<file path="config.mk">
export PLATFORM = sky130hd
export DESIGN_NAME = ssu_core
export DESIGN_NICKNAME = d
export VERILOG_FILES = /design/src/core/ssu_pkg.sv /design/src/core/ssu_core.sv
export SDC_FILE = /design/constraint.sdc
export NUM_CORES = 1
export LEC_CHECK = 0
export BUFFER_PORTS_ARGS = -buffer_cell sky130_fd_sc_hd__buf_2
export CELL_PAD_IN_SITES_DETAIL_PLACEMENT = 0
export CELL_PAD_IN_SITES_GLOBAL_PLACEMENT = 1
export CORE_ASPECT_RATIO = 2
export CORE_MARGIN = 4
export CORE_UTILIZATION = 25
export DETAILED_ROUTE_END_ITERATION = 6
export GPL_TIMING_DRIVEN = 0
export PLACE_DENSITY = 0.57
export SYNTH_ARGS = -nofsm -noshare
export SYNTH_HDL_FRONTEND = slang
export SYNTH_SLANG_ARGS = --single-unit
</file>
<file path="constraint.sdc">
create_clock -name sys_clk -period 3.76 [get_ports sys_clk]
set_input_delay 0.752 -clock sys_clk [delete_from_list [all_inputs] [get_ports sys_clk]]
set_output_delay 0.752 -clock sys_clk [all_outputs]
set_load 0.05 [all_outputs]
</file>
<file path="src/core/ssu_pkg.sv">
package ssu_pkg;
    // register byte offsets
    localparam logic [7:0] SSU_OFF_CMD = 8'h00;
    localparam logic [7:0] SSU_OFF_DST = 8'h04;
    localparam logic [7:0] SSU_OFF_SRC = 8'h08;
    localparam logic [7:0] SSU_OFF_PAIR = 8'h0c;
    localparam logic [7:0] SSU_OFF_PSW = 8'h10;
    localparam logic [7:0] SSU_OFF_RES_HI = 8'h14;
    localparam logic [7:0] SSU_OFF_RES_LO = 8'h18;
    localparam logic [7:0] SSU_OFF_STATUS = 8'h1c;
    // status field positions
    localparam int SSU_ST_BUSY = 0;
    localparam int SSU_ST_DONE = 1;
    localparam int SSU_ST_BAD = 2;
    localparam int SSU_ST_FLAGS = 4;
    // flag positions within nzvc nibble
    localparam int SSU_F_N = 3;
    localparam int SSU_F_Z = 2;
    localparam int SSU_F_V = 1;
    localparam int SSU_F_C = 0;
    // opcode fields (instruction word, octal groups in hex form)
    localparam logic [8:0] SSU_OP_SHR1 = 9'h032;
    localparam logic [8:0] SSU_OP_SHL1 = 9'h033;
    localparam logic [6:0] SSU_OP_MULTI = 7'h3a;
    localparam logic [6:0] SSU_OP_PAIR = 7'h3b;
    localparam logic [9:0] SSU_OP_FILL = 10'h037;
    localparam logic [9:0] SSU_OP_XCHG = 10'h003;
    // reset values
    localparam logic [15:0] SSU_RST_WORD = 16'h0000;
    localparam logic [3:0] SSU_RST_FLAGS = 4'h0;
    // axi responses
    localparam logic [1:0] SSU_RESP_OKAY = 2'b00;
    localparam logic [1:0] SSU_RESP_SLVERR = 2'b10;
    // operand width modes
    typedef enum logic [1:0] {
        SSU_W_BYTE = 2'b00,
        SSU_W_WORD = 2'b01,
        SSU_W_LONG = 2'b10
    } ssu_width_t;
    // gray along idle -> shift -> finish
    typedef enum logic [1:0] {
        SSU_IDLE = 2'b00,
        SSU_SHIFT = 2'b01,
        SSU_FINISH = 2'b11
    } ssu_state_t;
endpackage

</file>
<file path="src/core/ssu_core.sv">
// Summary of operation
// - One-place right shift moves every bit right one place and keeps the top bit in place.
// - After one-place right shift carry is the old low bit, N and Z follow the result, V is N xor C.
// - One-place left shift moves every bit left, fills a zero at the bottom, carry takes the old top bit.
// - After one-place left shift N and Z follow the result and V is the xor of final N and C.
// - Multi-place shift of one register takes its count from the low six bits of the source.
// - Both multi-place shifts read the count as signed -32..+31, negative right, positive left.
// - Multi-place register shift sets V if the sign ever changed, C is the last bit out, N Z from result.
// - Pair shift joins the selected register (high half) and the register or-ed with one (low half).
// - Pair shift on an odd register uses one word for both halves so a right shift rotates it.
// - After pair shift V flags any sign change, C is the last bit out, N Z follow the 32-bit result.
// - Sign fill writes all ones when N is set and zero when N is clear.
// - Sign fill keeps N and C, clears V and sets Z exactly when N was clear.
// - Byte exchange swaps the upper and lower bytes of a word.
// - After byte exchange N is result bit 7, Z flags a zero low byte, V and C are cleared.
//
// The address map and the AXI4-Lite interface to the registers are this design's own decisions.
module ssu_core (
    // clock and reset
    input wire logic sys_clk,
    input wire logic rst,
    // axi4-lite write address
    input wire logic [7:0] s_axi_awaddr,
    input wire logic s_axi_awvalid,
    output logic s_axi_awready,
    // axi4-lite write data
    input wire logic [31:0] s_axi_wdata,
    input wire logic [3:0] s_axi_wstrb,
    input wire logic s_axi_wvalid,
    output logic s_axi_wready,
    // axi4-lite write response
    output logic [1:0] s_axi_bresp,
    output logic s_axi_bvalid,
    input wire logic s_axi_bready,
    // axi4-lite read address
    input wire logic [7:0] s_axi_araddr,
    input wire logic s_axi_arvalid,
    output logic s_axi_arready,
    // axi4-lite read data
    output logic [31:0] s_axi_rdata,
    output logic [1:0] s_axi_rresp,
    output logic s_axi_rvalid,
    input wire logic s_axi_rready
);
    // bus side state
    logic [7:0] awaddr_q, awaddr_d;
    logic aw_full_q, aw_full_d;
    logic [31:0] wdata_q, wdata_d;
    logic [3:0] wstrb_q, wstrb_d;
    logic w_full_q, w_full_d;
    logic bvalid_q, bvalid_d;
    logic [1:0] bresp_q, bresp_d;
    logic rvalid_q, rvalid_d;
    logic [1:0] rresp_q, rresp_d;
    logic [31:0] rdata_q, rdata_d;
    logic [15:0] cmd_q, cmd_d;
    logic [15:0] dst_q, dst_d;
    logic [15:0] src_q, src_d;
    logic [15:0] pair_q, pair_d;
    logic [3:0] psw_q, psw_d;
    logic start;
    // engine state
    ssu_pkg::ssu_state_t state_q, state_d;
    ssu_pkg::ssu_width_t width_q, width_d;
    logic [31:0] acc_q, acc_d;
    logic [5:0] steps_q, steps_d;
    logic left_q, left_d;
    logic multi_q, multi_d;
    logic odd_q, odd_d;
    logic c_q, c_d;
    logic v_q, v_d;
    logic [15:0] res_hi_q, res_hi_d;
    logic [15:0] res_lo_q, res_lo_d;
    logic [3:0] flags_q, flags_d;
    logic done_q, done_d;
    logic bad_q, bad_d;

    function automatic logic [15:0] merge16(input logic [15:0] old, input logic [31:0] wd,
                                            input logic [3:0] be);
        logic [15:0] r;
        r = old;
        if (be[0]) begin
            r[7:0] = wd[7:0];
        end
        if (be[1]) begin
            r[15:8] = wd[15:8];
        end
        return r;
    endfunction

    assign s_axi_awready = !aw_full_q;
    assign s_axi_wready = !w_full_q;
    assign s_axi_arready = !rvalid_q;
    assign s_axi_bvalid = bvalid_q;
    assign s_axi_bresp = bresp_q;
    assign s_axi_rvalid = rvalid_q;
    assign s_axi_rresp = rresp_q;
    assign s_axi_rdata = rdata_q;

    // bus slave: address and data taken in either order, response after both
    always_comb begin
        awaddr_d = awaddr_q;
        aw_full_d = aw_full_q;
        wdata_d = wdata_q;
        wstrb_d = wstrb_q;
        w_full_d = w_full_q;
        bvalid_d = bvalid_q;
        bresp_d = bresp_q;
        rvalid_d = rvalid_q;
        rresp_d = rresp_q;
        rdata_d = rdata_q;
        cmd_d = cmd_q;
        dst_d = dst_q;
        src_d = src_q;
        pair_d = pair_q;
        psw_d = psw_q;
        start = 1'b0;
        if (s_axi_awvalid && !aw_full_q) begin
            awaddr_d = s_axi_awaddr;
            aw_full_d = 1'b1;
        end
        if (s_axi_wvalid && !w_full_q) begin
            wdata_d = s_axi_wdata;
            wstrb_d = s_axi_wstrb;
            w_full_d = 1'b1;
        end
        if (bvalid_q && s_axi_bready) begin
            bvalid_d = 1'b0;
        end
        if (aw_full_q && w_full_q && !bvalid_q) begin
            aw_full_d = 1'b0;
            w_full_d = 1'b0;
            bvalid_d = 1'b1;
            bresp_d = ssu_pkg::SSU_RESP_OKAY;
            if (awaddr_q == ssu_pkg::SSU_OFF_CMD) begin
                // a command written while busy is dropped, operands stay coherent
                if (state_q == ssu_pkg::SSU_IDLE) begin
                    cmd_d = merge16(cmd_q, wdata_q, wstrb_q);
                    start = 1'b1;
                end
            end else if (awaddr_q == ssu_pkg::SSU_OFF_DST) begin
                dst_d = merge16(dst_q, wdata_q, wstrb_q);
            end else if (awaddr_q == ssu_pkg::SSU_OFF_SRC) begin
                src_d = merge16(src_q, wdata_q, wstrb_q);
            end else if (awaddr_q == ssu_pkg::SSU_OFF_PAIR) begin
                pair_d = merge16(pair_q, wdata_q, wstrb_q);
            end else if (awaddr_q == ssu_pkg::SSU_OFF_PSW) begin
                if (wstrb_q[0]) begin
                    psw_d = wdata_q[3:0];
                end
            end else if (awaddr_q == ssu_pkg::SSU_OFF_RES_HI || awaddr_q == ssu_pkg::SSU_OFF_RES_LO
                         || awaddr_q == ssu_pkg::SSU_OFF_STATUS) begin
                bresp_d = ssu_pkg::SSU_RESP_OKAY;
            end else begin
                bresp_d = ssu_pkg::SSU_RESP_SLVERR;
            end
        end
        if (rvalid_q && s_axi_rready) begin
            rvalid_d = 1'b0;
        end
        if (s_axi_arvalid && !rvalid_q) begin
            rvalid_d = 1'b1;
            rresp_d = ssu_pkg::SSU_RESP_OKAY;
            rdata_d = 32'h0000_0000;
            if (s_axi_araddr == ssu_pkg::SSU_OFF_CMD) begin
                rdata_d[15:0] = cmd_q;
            end else if (s_axi_araddr == ssu_pkg::SSU_OFF_DST) begin
                rdata_d[15:0] = dst_q;
            end else if (s_axi_araddr == ssu_pkg::SSU_OFF_SRC) begin
                rdata_d[15:0] = src_q;
            end else if (s_axi_araddr == ssu_pkg::SSU_OFF_PAIR) begin
                rdata_d[15:0] = pair_q;
            end else if (s_axi_araddr == ssu_pkg::SSU_OFF_PSW) begin
                rdata_d[3:0] = psw_q;
            end else if (s_axi_araddr == ssu_pkg::SSU_OFF_RES_HI) begin
                rdata_d[15:0] = res_hi_q;
            end else if (s_axi_araddr == ssu_pkg::SSU_OFF_RES_LO) begin
                rdata_d[15:0] = res_lo_q;
            end else if (s_axi_araddr == ssu_pkg::SSU_OFF_STATUS) begin
                rdata_d[ssu_pkg::SSU_ST_BUSY] = (state_q != ssu_pkg::SSU_IDLE);
                rdata_d[ssu_pkg::SSU_ST_DONE] = done_q;
                rdata_d[ssu_pkg::SSU_ST_BAD] = bad_q;
                rdata_d[ssu_pkg::SSU_ST_FLAGS +: 4] = flags_q;
            end else begin
                rresp_d = ssu_pkg::SSU_RESP_SLVERR;
            end
        end
    end

    always_ff @(posedge sys_clk) begin
        if (rst) begin
            awaddr_q <= 8'h00;
            aw_full_q <= 1'b0;
            wdata_q <= 32'h0000_0000;
            wstrb_q <= 4'h0;
            w_full_q <= 1'b0;
            bvalid_q <= 1'b0;
            bresp_q <= ssu_pkg::SSU_RESP_OKAY;
            rvalid_q <= 1'b0;
            rresp_q <= ssu_pkg::SSU_RESP_OKAY;
            rdata_q <= 32'h0000_0000;
            cmd_q <= ssu_pkg::SSU_RST_WORD;
            dst_q <= ssu_pkg::SSU_RST_WORD;
            src_q <= ssu_pkg::SSU_RST_WORD;
            pair_q <= ssu_pkg::SSU_RST_WORD;
            psw_q <= ssu_pkg::SSU_RST_FLAGS;
        end else begin
            awaddr_q <= awaddr_d;
            aw_full_q <= aw_full_d;
            wdata_q <= wdata_d;
            wstrb_q <= wstrb_d;
            w_full_q <= w_full_d;
            bvalid_q <= bvalid_d;
            bresp_q <= bresp_d;
            rvalid_q <= rvalid_d;
            rresp_q <= rresp_d;
            rdata_q <= rdata_d;
            cmd_q <= cmd_d;
            dst_q <= dst_d;
            src_q <= src_d;
            pair_q <= pair_d;
            psw_q <= psw_d;
        end
    end

    // engine: operand left-justified in acc so bit 31 is always the sign
    logic [5:0] count6;
    logic [5:0] mag;
    logic fin_n, fin_z;
    always_comb begin
        state_d = state_q;
        width_d = width_q;
        acc_d = acc_q;
        steps_d = steps_q;
        left_d = left_q;
        multi_d = multi_q;
        odd_d = odd_q;
        c_d = c_q;
        v_d = v_q;
        res_hi_d = res_hi_q;
        res_lo_d = res_lo_q;
        flags_d = flags_q;
        done_d = done_q;
        bad_d = bad_q;
        count6 = src_q[5:0];
        mag = count6[5] ? 6'(-count6) : count6;
        fin_n = acc_q[31];
        fin_z = 1'b0;
        case (state_q)
            ssu_pkg::SSU_IDLE: begin
                if (start) begin
                    done_d = 1'b0;
                    bad_d = 1'b0;
                    c_d = 1'b0;
                    v_d = 1'b0;
                    odd_d = 1'b0;
                    multi_d = 1'b0;
                    steps_d = 6'h01;
                    if (cmd_d[14:6] == ssu_pkg::SSU_OP_SHR1
                        || cmd_d[14:6] == ssu_pkg::SSU_OP_SHL1) begin
                        left_d = (cmd_d[14:6] == ssu_pkg::SSU_OP_SHL1);
                        if (cmd_d[15]) begin
                            width_d = ssu_pkg::SSU_W_BYTE;
                            acc_d = {dst_q[7:0], 24'h00_0000};
                        end else begin
                            width_d = ssu_pkg::SSU_W_WORD;
                            acc_d = {dst_q, 16'h0000};
                        end
                        state_d = ssu_pkg::SSU_SHIFT;
                    end else if (cmd_d[15:9] == ssu_pkg::SSU_OP_MULTI) begin
                        multi_d = 1'b1;
                        width_d = ssu_pkg::SSU_W_WORD;
                        acc_d = {dst_q, 16'h0000};
                        left_d = !count6[5];
                        steps_d = mag;
                        state_d = ssu_pkg::SSU_SHIFT;
                    end else if (cmd_d[15:9] == ssu_pkg::SSU_OP_PAIR) begin
                        multi_d = 1'b1;
                        width_d = ssu_pkg::SSU_W_LONG;
                        odd_d = cmd_d[6];
                        // odd register feeds both halves, so right shifts wrap round
                        acc_d = {dst_q, cmd_d[6] ? dst_q : pair_q};
                        left_d = !count6[5];
                        steps_d = mag;
                        state_d = ssu_pkg::SSU_SHIFT;
                    end else if (cmd_d[15:6] == ssu_pkg::SSU_OP_FILL) begin
                        res_hi_d = psw_q[ssu_pkg::SSU_F_N] ? 16'hffff : 16'h0000;
                        flags_d = psw_q;
                        flags_d[ssu_pkg::SSU_F_V] = 1'b0;
                        flags_d[ssu_pkg::SSU_F_Z] = !psw_q[ssu_pkg::SSU_F_N];
                        done_d = 1'b1;
                    end else if (cmd_d[15:6] == ssu_pkg::SSU_OP_XCHG) begin
                        res_hi_d = {dst_q[7:0], dst_q[15:8]};
                        flags_d = {dst_q[15], (dst_q[15:8] == 8'h00), 2'b00};
                        done_d = 1'b1;
                    end else begin
                        // unknown instruction: results left untouched
                        bad_d = 1'b1;
                        done_d = 1'b1;
                    end
                end
            end
            ssu_pkg::SSU_SHIFT: begin
                if (steps_q == 6'h00) begin
                    state_d = ssu_pkg::SSU_FINISH;
                end else begin
                    steps_d = steps_q - 6'h01;
                    if (left_q) begin
                        c_d = acc_q[31];
                        acc_d = {acc_q[30:0], 1'b0};
                        if (acc_q[30] != acc_q[31]) begin
                            v_d = 1'b1;
                        end
                    end else begin
                        if (width_q == ssu_pkg::SSU_W_BYTE) begin
                            c_d = acc_q[24];
                        end else if (width_q == ssu_pkg::SSU_W_WORD) begin
                            c_d = acc_q[16];
                        end else begin
                            c_d = acc_q[0];
                        end
                        acc_d = {acc_q[31], acc_q[31:1]};
                    end
                    if (steps_q == 6'h01) begin
                        state_d = ssu_pkg::SSU_FINISH;
                    end
                end
            end
            ssu_pkg::SSU_FINISH: begin
                if (width_q == ssu_pkg::SSU_W_BYTE) begin
                    fin_z = (acc_q[31:24] == 8'h00);
                    res_hi_d = {dst_q[15:8], acc_q[31:24]};
                end else if (width_q == ssu_pkg::SSU_W_WORD) begin
                    fin_z = (acc_q[31:16] == 16'h0000);
                    res_hi_d = acc_q[31:16];
                    res_lo_d = pair_q;
                end else begin
                    fin_z = (acc_q == 32'h0000_0000);
                    // odd pair: the last write of the shared register wins
                    res_hi_d = odd_q ? acc_q[15:0] : acc_q[31:16];
                    res_lo_d = acc_q[15:0];
                end
                flags_d[ssu_pkg::SSU_F_N] = fin_n;
                flags_d[ssu_pkg::SSU_F_Z] = fin_z;
                flags_d[ssu_pkg::SSU_F_C] = c_q;
                flags_d[ssu_pkg::SSU_F_V] = multi_q ? v_q : (fin_n ^ c_q);
                done_d = 1'b1;
                state_d = ssu_pkg::SSU_IDLE;
            end
            default: begin
                state_d = ssu_pkg::SSU_IDLE;
            end
        endcase
    end

    always_ff @(posedge sys_clk) begin
        if (rst) begin
            state_q <= ssu_pkg::SSU_IDLE;
            width_q <= ssu_pkg::SSU_W_WORD;
            acc_q <= 32'h0000_0000;
            steps_q <= 6'h00;
            left_q <= 1'b0;
            multi_q <= 1'b0;
            odd_q <= 1'b0;
            c_q <= 1'b0;
            v_q <= 1'b0;
            res_hi_q <= ssu_pkg::SSU_RST_WORD;
            res_lo_q <= ssu_pkg::SSU_RST_WORD;
            flags_q <= ssu_pkg::SSU_RST_FLAGS;
            done_q <= 1'b0;
            bad_q <= 1'b0;
        end else begin
            state_q <= state_d;
            width_q <= width_d;
            acc_q <= acc_d;
            steps_q <= steps_d;
            left_q <= left_d;
            multi_q <= multi_d;
            odd_q <= odd_d;
            c_q <= c_d;
            v_q <= v_d;
            res_hi_q <= res_hi_d;
            res_lo_q <= res_lo_d;
            flags_q <= flags_d;
            done_q <= done_d;
            bad_q <= bad_d;
        end
    end
endmodule // ssu_core

</file>
Word-level counts from Yosys, hierarchy flattened
Index checks and enable logic that the tools add are counted.

word-level totals
  logic and storage cells = 244
  output and inout bits = 41
  bits of input ports = 59
  flip-flop bits (word level) = 203

cells by class
  add/subtract/negate cells = 2
  bitwise operators = 6
  equal/unequal tests = 35
  reductions and logical operators = 50
  multiplexer cells = 117

operators by type and width
  operator             number
  $mux 16              20
  $mux 32              7
  $eq 8x5->1 const B   8
  $pmux 32 s2          1
  $mux 2               23
  $mux 1               38
  $mux 4               9
  $mux 6               6
  $eq 8x4->1 const B   4
  $logic_not 32->1     1
  $logic_not 8->1      4
  $pmux 16 s2          1
  $mux 8               3
  $reduce_and 5->1     4
  $eq 9x6->1 const B   2
  $reduce_and 6->1     3
  $eq 8x3->1 const B   2
  $logic_not 16->1     1
  $reduce_and 4->1     4
  $eq 7x6->1 const B   2
  $ne 2x2->1 const B   7
  $mux 12              1
  $pmux 6 s2           1
  $eq 10x2->1 const B  1
  other kinds (27)     57

Longest topological paths before layout
Gate-level depths: netlist of run 1.

  depth after elaboration = 12
  depth in mapped cells = 11
  gate-level depth less buffers = 7

Worst setup path before layout of run 1
No wires, ideal clock.

  path type = register to register
  from = reg bvalid_q, in the netlist s_axi_bvalid
  to = reg acc_q[14]
  path buffers = 3
  cell stages (with the launch flop) = 10
  library setup time = 0.138 ns
  clock period less this slack = 2.807 ns
  data arrival time = 2.669 ns
  slack = 0.953 ns
  required time = 3.622 ns
  cell sequence = dfxtp_1 > and3b_1 > clkbuf_2 > nand4_1 > nor2_1 > mux2_2 > a31oi_1 > buf_2 > buf_1 > a211oi_1

on the way
  word-level cells in the longest chain between the ends = 9
  elaborated cells between the ends (all ways) = 18
  classes of those cells = eq/ne: 6; mux: 8; reduce/logical: 4

RTL lines
  element                 RTL line         source
  from (decl)             ssu_core.sv:51   logic bvalid_q, bvalid_d;
  from (signal assigned)  ssu_core.sv:213  bvalid_q <= bvalid_d;
  $logic_not 1->1 (*)     ssu_core.sv:130  if (aw_full_q && w_full_q && !bvalid_q) begin
  $logic_and 1x1->1 (*)   ssu_core.sv:130
  $mux 16                 ssu_core.sv:130
  $mux 16                 ssu_core.sv:282  acc_d = {dst_q, cmd_d[6] ? dst_q : pair_q};
  $mux 32                 ssu_core.sv:277  end else if (cmd_d[15:9] == ssu_pkg::SSU_OP_PAIR) begin
  $mux 32                 ssu_core.sv:270  end else if (cmd_d[15:9] == ssu_pkg::SSU_OP_MULTI) begin
  $mux 32                 ssu_core.sv:259  if (cmd_d[14:6] == ssu_pkg::SSU_OP_SHR1
  $mux 32                 ssu_core.sv:251  if (start) begin
  $pmux 32 s2             ssu_core.sv:249  case (state_q)
  to (signal assigned)    ssu_core.sv:360  acc_q <= 32'h0000_0000;
  to (signal assigned)    ssu_core.sv:375  acc_q <= acc_d;
  to (decl)               ssu_core.sv:65   logic [31:0] acc_q, acc_d;

Mark *: on every way between the ends. The rest lies on a longest branch, timed or not. The select of a mux whose other input is x is not followed.
A chain may end at the register's enable or synchronous reset.

Worst setup path after layout of run 1
  from = reg wdata_q[11]
  to = reg res_hi_q[14]

on the way
  word-level cells in the longest chain between the ends = 11
  elaborated cells between the ends (all ways) = 22
  classes of those cells = eq/ne: 10; mux: 10; reduce/logical: 2

RTL lines
  element                 RTL line         source
  from (decl)             ssu_core.sv:48   logic [31:0] wdata_q, wdata_d;
  from (signal assigned)  ssu_core.sv:210  wdata_q <= wdata_d;
  $mux 8 (*)              ssu_core.sv:85   if (be[1]) begin
  $mux 16 (*)             ssu_core.sv:137  if (state_q == ssu_pkg::SSU_IDLE) begin
  $mux 16 (*)             ssu_core.sv:135  if (awaddr_q == ssu_pkg::SSU_OFF_CMD) begin
  $mux 16 (*)             ssu_core.sv:130
  $eq 10x6->1             ssu_core.sv:286  end else if (cmd_d[15:6] == ssu_pkg::SSU_OP_FILL) begin
  $mux 16                 ssu_core.sv:286
  $mux 16                 ssu_core.sv:277
  $mux 16                 ssu_core.sv:270
  $mux 16                 ssu_core.sv:259
  $mux 16                 ssu_core.sv:251
  $pmux 16 s2             ssu_core.sv:249
  to (signal assigned)    ssu_core.sv:367  res_hi_q <= ssu_pkg::SSU_RST_WORD;
  to (signal assigned)    ssu_core.sv:382  res_hi_q <= res_hi_d;
  to (decl)               ssu_core.sv:72   logic [15:0] res_hi_q, res_hi_d;

Marks and branches as above.

==> impl_metrics.ini, run 1 <==
[outcome]
outcome = finished, final reports clean

[timing]
setup-violations-final = 0
fmax_mhz = 275
finalHoldViolCount = 0
worst_slack_ps = 129
setup_tns_ps = 0
hold_ws_ps = 399
fin_skew_ps = 18.0
rsz0062_at_grt = no
tightest_slew_ps = 1370
period_share_pct = 96.6
report.final.slew_viol_count = 0
maxSlewHeadroom_pct = 7.70
period_minus_slack_ps = 3630

[worst_setup_path]
cp.arrival_ps = 4100
crit_top_cell = clkbuf_1
crit_type = register to register
endpoint_kind = register
required_ps = 4230
slowest_delay_ps = 630
cp_slowest_cell = clkbuf_1
reg2regPathDepth = 9
rrSetupSlack_ps = 130
crit_path_max_fanout = 10
startpoint_type = register
crit_family = compound AO/OA/AOI/OAI gates
worstPathCellList = clkbuf_1, nand3_1, a221o_1, nor4_1, o211ai_1, nand2_1, clkbuf_1, a2bb2oi_1, a22o_1
path_buf_inv = 2
r2r-end = res_hi_q[14]
r2r_start = wdata_q[11]

[power]
p_leak_nw = 4.71
finalPower_mw = 4.88
pwr_density_cell_nw_per_um2 = 394
irDropWorstVdd_uv = 269

[die]
dieArea_um2 = 46100
start_util_pct = 25.4
coreArea_um2 = 41900
fp.dieW_um = 154
ios = 100
num_rows = 106
die_height_um = 300

[logic_synthesis]
ys_warn_count = 0
ys_seq_elements = 201
synth.area.top_cells = dfxtp_1 38%, mux2i_1 15%, nor2_1 7.4%, nand2_1 4.1%, a211oi_1 3.3%
yosysTopAreaCell = dfxtp_1
synth_top_area_share_pct = 37.8
synthMuxAreaShare_pct = 17.3
synth.avg_cell_area_um2 = 8.44
ys_seq_area_share_pct = 37.8
syn_area_um2 = 10600
yosys.area_share.simple_pct = 18.7
synth_compound_area_share_pct = 19.7
synthCells = 1260
synth-async-reset-ratio_pct = 0
synth_top_family_by_area = compound AO/OA/AOI/OAI gates
synthAdderAreaFrac_pct = 0.588
synth-main-ff-cell = dfxtp_1
synth_xor_area_share_pct = 0.412
synth-edff-count = 0
ys_types = 74

[routing]
via_per_inst = 5.24
dr.pass1.iters = 5
vias = 10000
drc_errors = 0
drt-total-wl_mm = 48.6
initialDrtViolationCount = 642
final_antenna_net_count = 0
wl_per_cell_um = 25.4

[final_layout]
fill_cells = 4673
antenna_cells = 0
drive_above_1_share_pct = 11.1
final_util_pct = 29.6
final_nets = 1424
mostFrequentLayoutCells = 208 x nor2_1, 201 x dfxtp_1, 163 x mux2i_1, 115 x nand2_1, 82 x clkbuf_1
mostFrequentLayoutCell = nor2_1
final_cell_count_no_fill = 1913
area_growth_pct = 16.6
stdcell_area_um2 = 12400

[grt]
first_global_vias = 10400
grt_max_degree = 20
grt_pass1_wl_mm = 70.5
overflow = 0
antenna_found_initial = 0
grt.total_usage_pct = 20.5

[clocking]
cts.sinks = 201
clockRootBuffer = clkbuf_16
hold_buffers = 0
cts_tree = built
clock_path_buffers = 3
path_clk_slew_ps = 60
cts_buffers = 21
clk_latency_ps = 530
htree_levels = 1
postCtsSetupBuffers = 0

[min_path]
hold_depth = 2
hold_path_end = s_axi_rvalid
holdCritStartpoint = s_axi_rready
min-delay-path-class = input pin to register

[placed_design]
postPlaceCellArea_um2 = 11700
preCtsSetupSlack_ps = -487
gp_congestion = 0.935
dp_cells = 1878
io_buffers = 61
dp_hpwl_mm = 38.7

[run]
cap_violations = 0
==> sequential cells by signal (all words and copies together), names as in the netlist, 8 cells and up <==
| name | count |
|---|---|
| acc_q | 32 |
| awaddr_q | 8 |
| cmd_q | 16 |
| dst_q | 16 |
| pair_q | 16 |
| res_hi_q | 16 |
| res_lo_q | 16 |
| s_axi_rdata | 16 |
| src_q | 16 |
| wdata_q | 16 |
==> logic make-up (layout without fill, tap and decap cells) <==
family | Yosys count | after routing
other | 1 | 18
adders and majority gates | 5 | 5
xor gates and xnor gates | 5 | 5
and+or+nand+nor | 440 | 440
AOI/OAI and AO/OA | 302 | 302
muxes | 177 | 177
DFF | 201 | 201
buffers and inverters | 129 | 225
==> worst max path at each step <==
stage | from | slack [ps] | cells past startpoint | to
floorplan | s_axi_bvalid | 950 | 9 | acc_q[14]
global placement | wstrb_q[1] | -450 | 8 | acc_q[23]
detailed placement | wstrb_q[1] | -490 | 8 | acc_q[19]
CTS | wstrb_q[1] | 110 | 8 | acc_q[31]
global route | wstrb_q[1] | 40 | 8 | acc_q[21]
finish | wdata_q[11] | 130 | 9 | res_hi_q[14]
==> cell usage after synthesis, types with 4 or more instances <==
library cell / count
o21ai_0: 46
nor2b_1: 7
a21oi_1: 65
clkbuf_1: 78
nand2_1: 115
and2_1: 4
nor3_1: 19
nor4b_1: 4
nand4_1: 9
buf_2: 5
nor2_1: 209
nand2b_1: 19
mux2_2: 8
o211ai_1: 6
or3_1: 6
a22o_1: 25
mux2i_1: 163
nor4_1: 12
a32o_1: 9
inv_1: 16
a31oi_1: 17
a211oi_1: 47
nand3_1: 8
ha_1: 5
mux4_2: 4
buf_1: 8
dfxtp_1: 201
o22ai_1: 17
a22oi_1: 17
buf_4: 19
o22a_1: 28
xnor2_1: 4
==> power by group <==
part | internal, mW | leakage, nW | total (mW) | switching [mW]
registers | 2.16 | 1.63 | 2.21 | 0.0457
clock network | 1.31 | 0.347 | 2.26 | 0.942
logic | 0.113 | 2.74 | 0.417 | 0.304
total | 3.59 | 4.71 | 4.88 | 1.29
==> repair_timing <==
item                       in CTS  in global routing
pin swaps                       0                  0
setup endpoints to repair      25                  1
gates cloned                    0                  0
gates resized for setup         2                  1
==> routing by layer <==
layer | vias to the layer above | global-route usage [%] | part of all wire (%)
met4 | 0 | 14.1 | 8.1
met2 | 286 | 40.6 | 55
met3 | 135 | 2.07 | 3.0
met5 | - | 0 | 0
li1 | 4722 | - | -
met1 | 4882 | 19.2 | 34
==> cell type report <==
cell class	instances	area, um^2	share of cell area [%]
timing repair buffer	61	305	2.46
sequential	201	4020	32.4
clock inverter	7	116	0.938
tap	540	676	5.45
clock buffer	29	596	4.80
inverter	16	60.1	0.484
buffer	112	517	4.17
multi-input combinational	947	6110	49.2
Power figures use the tool's default switching activity.
==> inputs of run 2 (changes only) <==
==> constraint.sdc (replaced) <==
create_clock -name sys_clk -period 3.76 [get_ports sys_clk]
set_input_delay 0.188 -clock sys_clk [delete_from_list [all_inputs] [get_ports sys_clk]]
set_output_delay 0.188 -clock sys_clk [all_outputs]
set_load 0.05 [all_outputs]
==> run 2 against run 1 <==
  * Routed wire length grew 0.30%
  * Sequential cell count is the same
  * Clock power is essentially flat
  * Global-route usage grew 0.13 points
  * Combinational power grew 6.2%
  * Critical endpoint is now acc_q[21]
  * Largest cell class unchanged
  * Highest routed layer unchanged
==> impl_metrics.ini, run 2 (same netlist as run 1, synthesis figures left out) <==
[final_layout]
drive_above_1_share_pct = 10.9
fill_cells = 4656
regArea_um2 = 4020
largest_register_ffs = 32
final_util_pct = 30.4
final_cell_count_no_fill = 1945
final_nets = 1456
antenna_cells = 0
mostFrequentLayoutCells = 208 x nor2_1, 201 x dfxtp_1, 163 x mux2i_1, 115 x nand2_1, 82 x clkbuf_1
area_growth_pct = 19.6
mostFrequentLayoutCell = nor2_1
largest_register = acc_q
multi_input_area_um2 = 6110

[power]
p_clk_share_pct = 45.9
seq_power_share_pct = 45.0
irDropWorstVdd_uv = 271
p_leak_nw = 4.84
p_switching_mw = 1.29
pwr_density_cell_nw_per_um2 = 386
internal_power_mw = 3.61
finalPower_mw = 4.90
comb_power_share_pct = 9.0
netSwitchingFraction_pct = 26.4

[clocking]
path_clk_slew_ps = 70
clk_latency_ps = 530
cts_tree = built
clockRootBuffer = clkbuf_16
clock_path_buffers = 3
htree_levels = 1
cts.sinks = 201
cts_buffers = 21

[die]
dieArea_um2 = 46100
die_height_um = 300
start_util_pct = 25.4
num_rows = 106
coreArea_um2 = 41900
ios = 100
fp.dieW_um = 154

[worst_setup_path]
crit_type = register to register
cp.arrival_ps = 4000
endpoint_kind = register
required_ps = 4190
startpoint_type = register
crit_path_max_fanout = 10

[timing]
setup-violations-final = 0
maxSlewHeadroom_pct = 6.53
finalHoldViolCount = 0
tightest_slew_ps = 1390
worst_slack_ps = 182
fin_skew_ps = 17.5
hold_ws_ps = 169
report.final.slew_viol_count = 0
period_share_pct = 95.2
period_minus_slack_ps = 3580
rsz0062_at_grt = no
fmax_mhz = 279

[placed_design]
gp_congestion = 0.935
dp_hpwl_mm = 38.7
io_buffers = 61
preCtsSetupSlack_ps = -487
dp_cells = 1878

[routing]
wl_per_cell_um = 25.1
dr.pass1.iters = 5
vias = 10100
final_antenna_net_count = 0
initialDrtViolationCount = 602
drc_errors = 0
drt-total-wl_mm = 48.8
via_per_inst = 5.20

[grt]
first_global_vias = 10600
antenna_found_initial = 0
grt.total_usage_pct = 20.6
grt_max_degree = 20
overflow = 0
grt_pass1_wl_mm = 71.1

[outcome]
outcome = finished, final reports clean

[run]
cap_violations = 0

[min_path]
min-delay-path-class = input pin to register
run 2: area by class of cell:
class / count / share of cell area, %
Buffer: 112 / 4.06
Clock buffer: 29 / 4.68
Clock inverter: 7 / 0.915
Inverter: 16 / 0.472
Multi-Input combinational cell: 947 / 48.0
Sequential cell: 201 / 31.6
Tap cell: 540 / 5.31
Timing Repair Buffer: 93 / 4.92
run 2: critical path, cell delays in order (launching register included):
cell	delay [ps]
dfxtp_1	510
clkbuf_1	380
nand4_1	360
nor2_2	450
mux2_2	470
a31oi_2	470
clkbuf_1	520
nor2_1	80
a211oi_1	230
run 2: routing by layer:
metal / part of all wire (%) / global-route usage [%] / vias to the layer above
li1: - / - / 4780
met1: 34 / 19.3 / 4940
met2: 56 / 40.9 / 272
met3: 3.0 / 2.02 / 127
met4: 7.9 / 14.1 / 0
met5: 0 / 0 / -
run 2: final timing paths:
kind	cells after the start	slack [ps]	endpoint	startpoint
worst max-delay path	8	180	acc_q[21]	wstrb_q[1]
worst min-delay path	5	170	s_axi_rresp[1]	s_axi_araddr[5]
worst max register to register	8	180	acc_q[21]	wstrb_q[1]
worst min register to register	2	470	s_axi_rdata[3]	s_axi_rdata[3]
run 2: power groups by stage:
stage / Clock [mW] / Combinational [mW] / Sequential [mW]
global route: 2.36 / 0.477 / 2.21
detailed placement: 0 / 0.420 / 2.26
CTS: 2.30 / 0.447 / 2.21
finish: 2.25 / 0.443 / 2.21
floorplan: 0 / 0.238 / 2.28
global placement: 0 / 0.417 / 2.26
run 2: repair_timing:
item | CTS | global route
setup endpoints to repair | 25 | 1
resized for setup | 2 | 1
endpoints found under the hold margin | 31 | 0
hold buffers | 32 | 0
gates cloned | 0 | 0
setup buffers | 0 | 0
run 2: stage by stage:
| step | setup TNS [ps] | area, um^2 |
|---|---|---|
| finish | 0 | 12700 |
| global route | 0 | 12700 |
| CTS | 0 | 12700 |
| detailed placement | -5890 | 11700 |
| global placement | -5640 | 11700 |
| floorplan | 0 | 10700 |
==> inputs of run 3 (changes only) <==
- BUFFER_PORTS_ARGS: -buffer_cell sky130_fd_sc_hd__buf_2 -> unset
- DONT_BUFFER_PORTS: unset -> 1
- PLACE_DENSITY: 0.57 -> 0.55
==> run 3 against run 2 <==
  * Routed wire length up 0.99%
  * Combinational power down 19%
  * Final area down 2.2%
  * Critical path depth up 1
  * First-iteration DRC count up 10%
  * Critical path type unchanged
  * Critical endpoint is now res_hi_q[14]
==> impl_metrics.ini, run 3 (same netlist as run 1, synthesis figures left out) <==
[worst_setup_path]
crit_path_max_fanout = 10
r2r-end = res_hi_q[14]
worstPathCellList = clkbuf_1, nand3_1, a221o_1, nor4_1, o211ai_1, nand2_1, clkbuf_1, a2bb2oi_1, a22o_1
path_buf_inv = 2
slowest_delay_ps = 610
cp_slowest_cell = clkbuf_1
required_ps = 4240
reg2regPathDepth = 9
rrSetupSlack_ps = 150
crit_family = compound AO/OA/AOI/OAI gates
startpoint_type = register
cp.depth = 9
crit_top_cell = clkbuf_1
endpoint_kind = register
cp.arrival_ps = 4090
r2r_start = wdata_q[11]
crit_type = register to register

[timing]
fmax_mhz = 277
fin_skew_ps = 19.7
period_minus_slack_ps = 3610
setup-violations-final = 0
finalHoldViolCount = 0
period_share_pct = 95.9
maxSlewHeadroom_pct = 29.8
rsz0062_at_grt = no
report.final.slew_viol_count = 0
tightest_slew_ps = 1050

[routing]
drc_errors = 0
drt-total-wl_mm = 49.3
vias = 9950
dr.pass1.iters = 5
via_per_inst = 5.29
initialDrtViolationCount = 663
wl_per_cell_um = 26.2
final_antenna_net_count = 0

[final_layout]
area_growth_pct = 17.0
largest_register_ffs = 32
final_util_pct = 29.7
antenna_cells = 0
stdcell_area_um2 = 12400
largest_register = acc_q
final_nets = 1395
drive_above_1_share_pct = 7.15
multi_input_area_um2 = 6120
regArea_um2 = 4020
mostFrequentLayoutCell = nor2_1
mostFrequentLayoutCells = 207 x nor2_1, 201 x dfxtp_1, 163 x mux2i_1, 115 x nand2_1, 79 x clkbuf_1
fill_cells = 4633

[clocking]
clock_path_buffers = 3
htree_levels = 1
cts_buffers = 21
postCtsSetupBuffers = 0
clk_latency_ps = 540
cts.sinks = 201
cts_tree = built
path_clk_slew_ps = 70
clockRootBuffer = clkbuf_16

[grt]
grt_max_degree = 20
grt_pass1_wl_mm = 71.5
grt.total_usage_pct = 20.9
first_global_vias = 10300
antenna_found_initial = 0
overflow = 0

[power]
internal_power_mw = 3.63
seq_power_share_pct = 45.8
irDropWorstVdd_uv = 305
finalPower_mw = 4.94
p_leak_nw = 4.59
pwr_density_cell_nw_per_um2 = 397
comb_power_share_pct = 7.3
netSwitchingFraction_pct = 26.5
p_switching_mw = 1.31
p_clk_share_pct = 46.9

[die]
die_height_um = 300
fp.dieW_um = 154
coreArea_um2 = 41900
ios = 100
num_rows = 106
dieArea_um2 = 46100
start_util_pct = 25.4

[min_path]
holdCritStartpoint = rst
min-delay-path-class = input pin to register
hold_path_end = res_hi_q[15]
hold_depth = 2

[outcome]
outcome = finished, final reports clean

[placed_design]
postPlaceCellArea_um2 = 11400
gp_congestion = 0.908
io_buffers = 0
dp_hpwl_mm = 39.1

[run]
cap_violations = 0
[run 3: power groups by stage]
stage	Clock [mW]	Combinational, mW	Sequential, mW
3_3_place_gp	0	0.334	2.31
5_1_grt	2.41	0.391	2.27
6_report	2.32	0.360	2.26
4_1_cts	2.35	0.366	2.26
3_5_place_dp	0	0.336	2.31
2_1_floorplan	0	0.238	2.28
[run 3: worst reg2reg max path: stages (launching register included)]
cell	delay, ps
dfxtp_1	310
clkbuf_1	610
nand3_1	210
a221o_1	380
nor4_1	230
o211ai_1	290
nand2_1	300
clkbuf_1	500
a2bb2oi_1	530
a22o_1	210
[run 3: timing repair]
item,CTS,global route
pin swaps,0,0
endpoints found under the hold margin,39,0
gates resized for setup,2,7
hold buffers,33,0
setup endpoints to repair,27,14
[run 3: area by class of cell]
type | count | share of cell area, %
multi-input cells | 947 | 49.2
well taps | 540 | 5.43
plain buffers | 111 | 4.14
clock inverters | 7 | 1.14
repair buffers | 33 | 2.65
clock buffers | 27 | 4.65
inverters | 16 | 0.483
flip-flops and latches | 201 | 32.3
[run 3: worst max-delay path by stage]
stage                      start           end
finish               wdata_q[11]  res_hi_q[14]
floorplan           s_axi_bvalid     acc_q[14]
global placement    s_axi_bvalid     acc_q[18]
CTS                 s_axi_bvalid     acc_q[16]
global route        s_axi_bvalid     acc_q[31]
detailed placement  s_axi_bvalid     acc_q[19]
[run 3: per-layer routing]
| layer | wire length (um) | vias up | GRT usage, % |
|---|---|---|---|
| met5 | 0 | - | 0 |
| met3 | 1850 | 150 | 2.46 |
| met1 | 16000 | 4810 | 19.4 |
| met4 | 4310 | 0 | 15.0 |
| met2 | 27100 | 341 | 41.1 |
| li1 | - | 4649 | - |
[run 3: per-stage QoR]
stage	setup slack, ps	hold WS [ps]	instances	TNS (ps)
2_1_floorplan	953	287	1277	0
3_3_place_gp	-478	294	1817	-6520
3_5_place_dp	-496	293	1817	-6620
4_1_cts	41.6	26.0	1883	0
5_1_grt	68.4	33.8	1882	0
6_report	153	29.1	1882	0
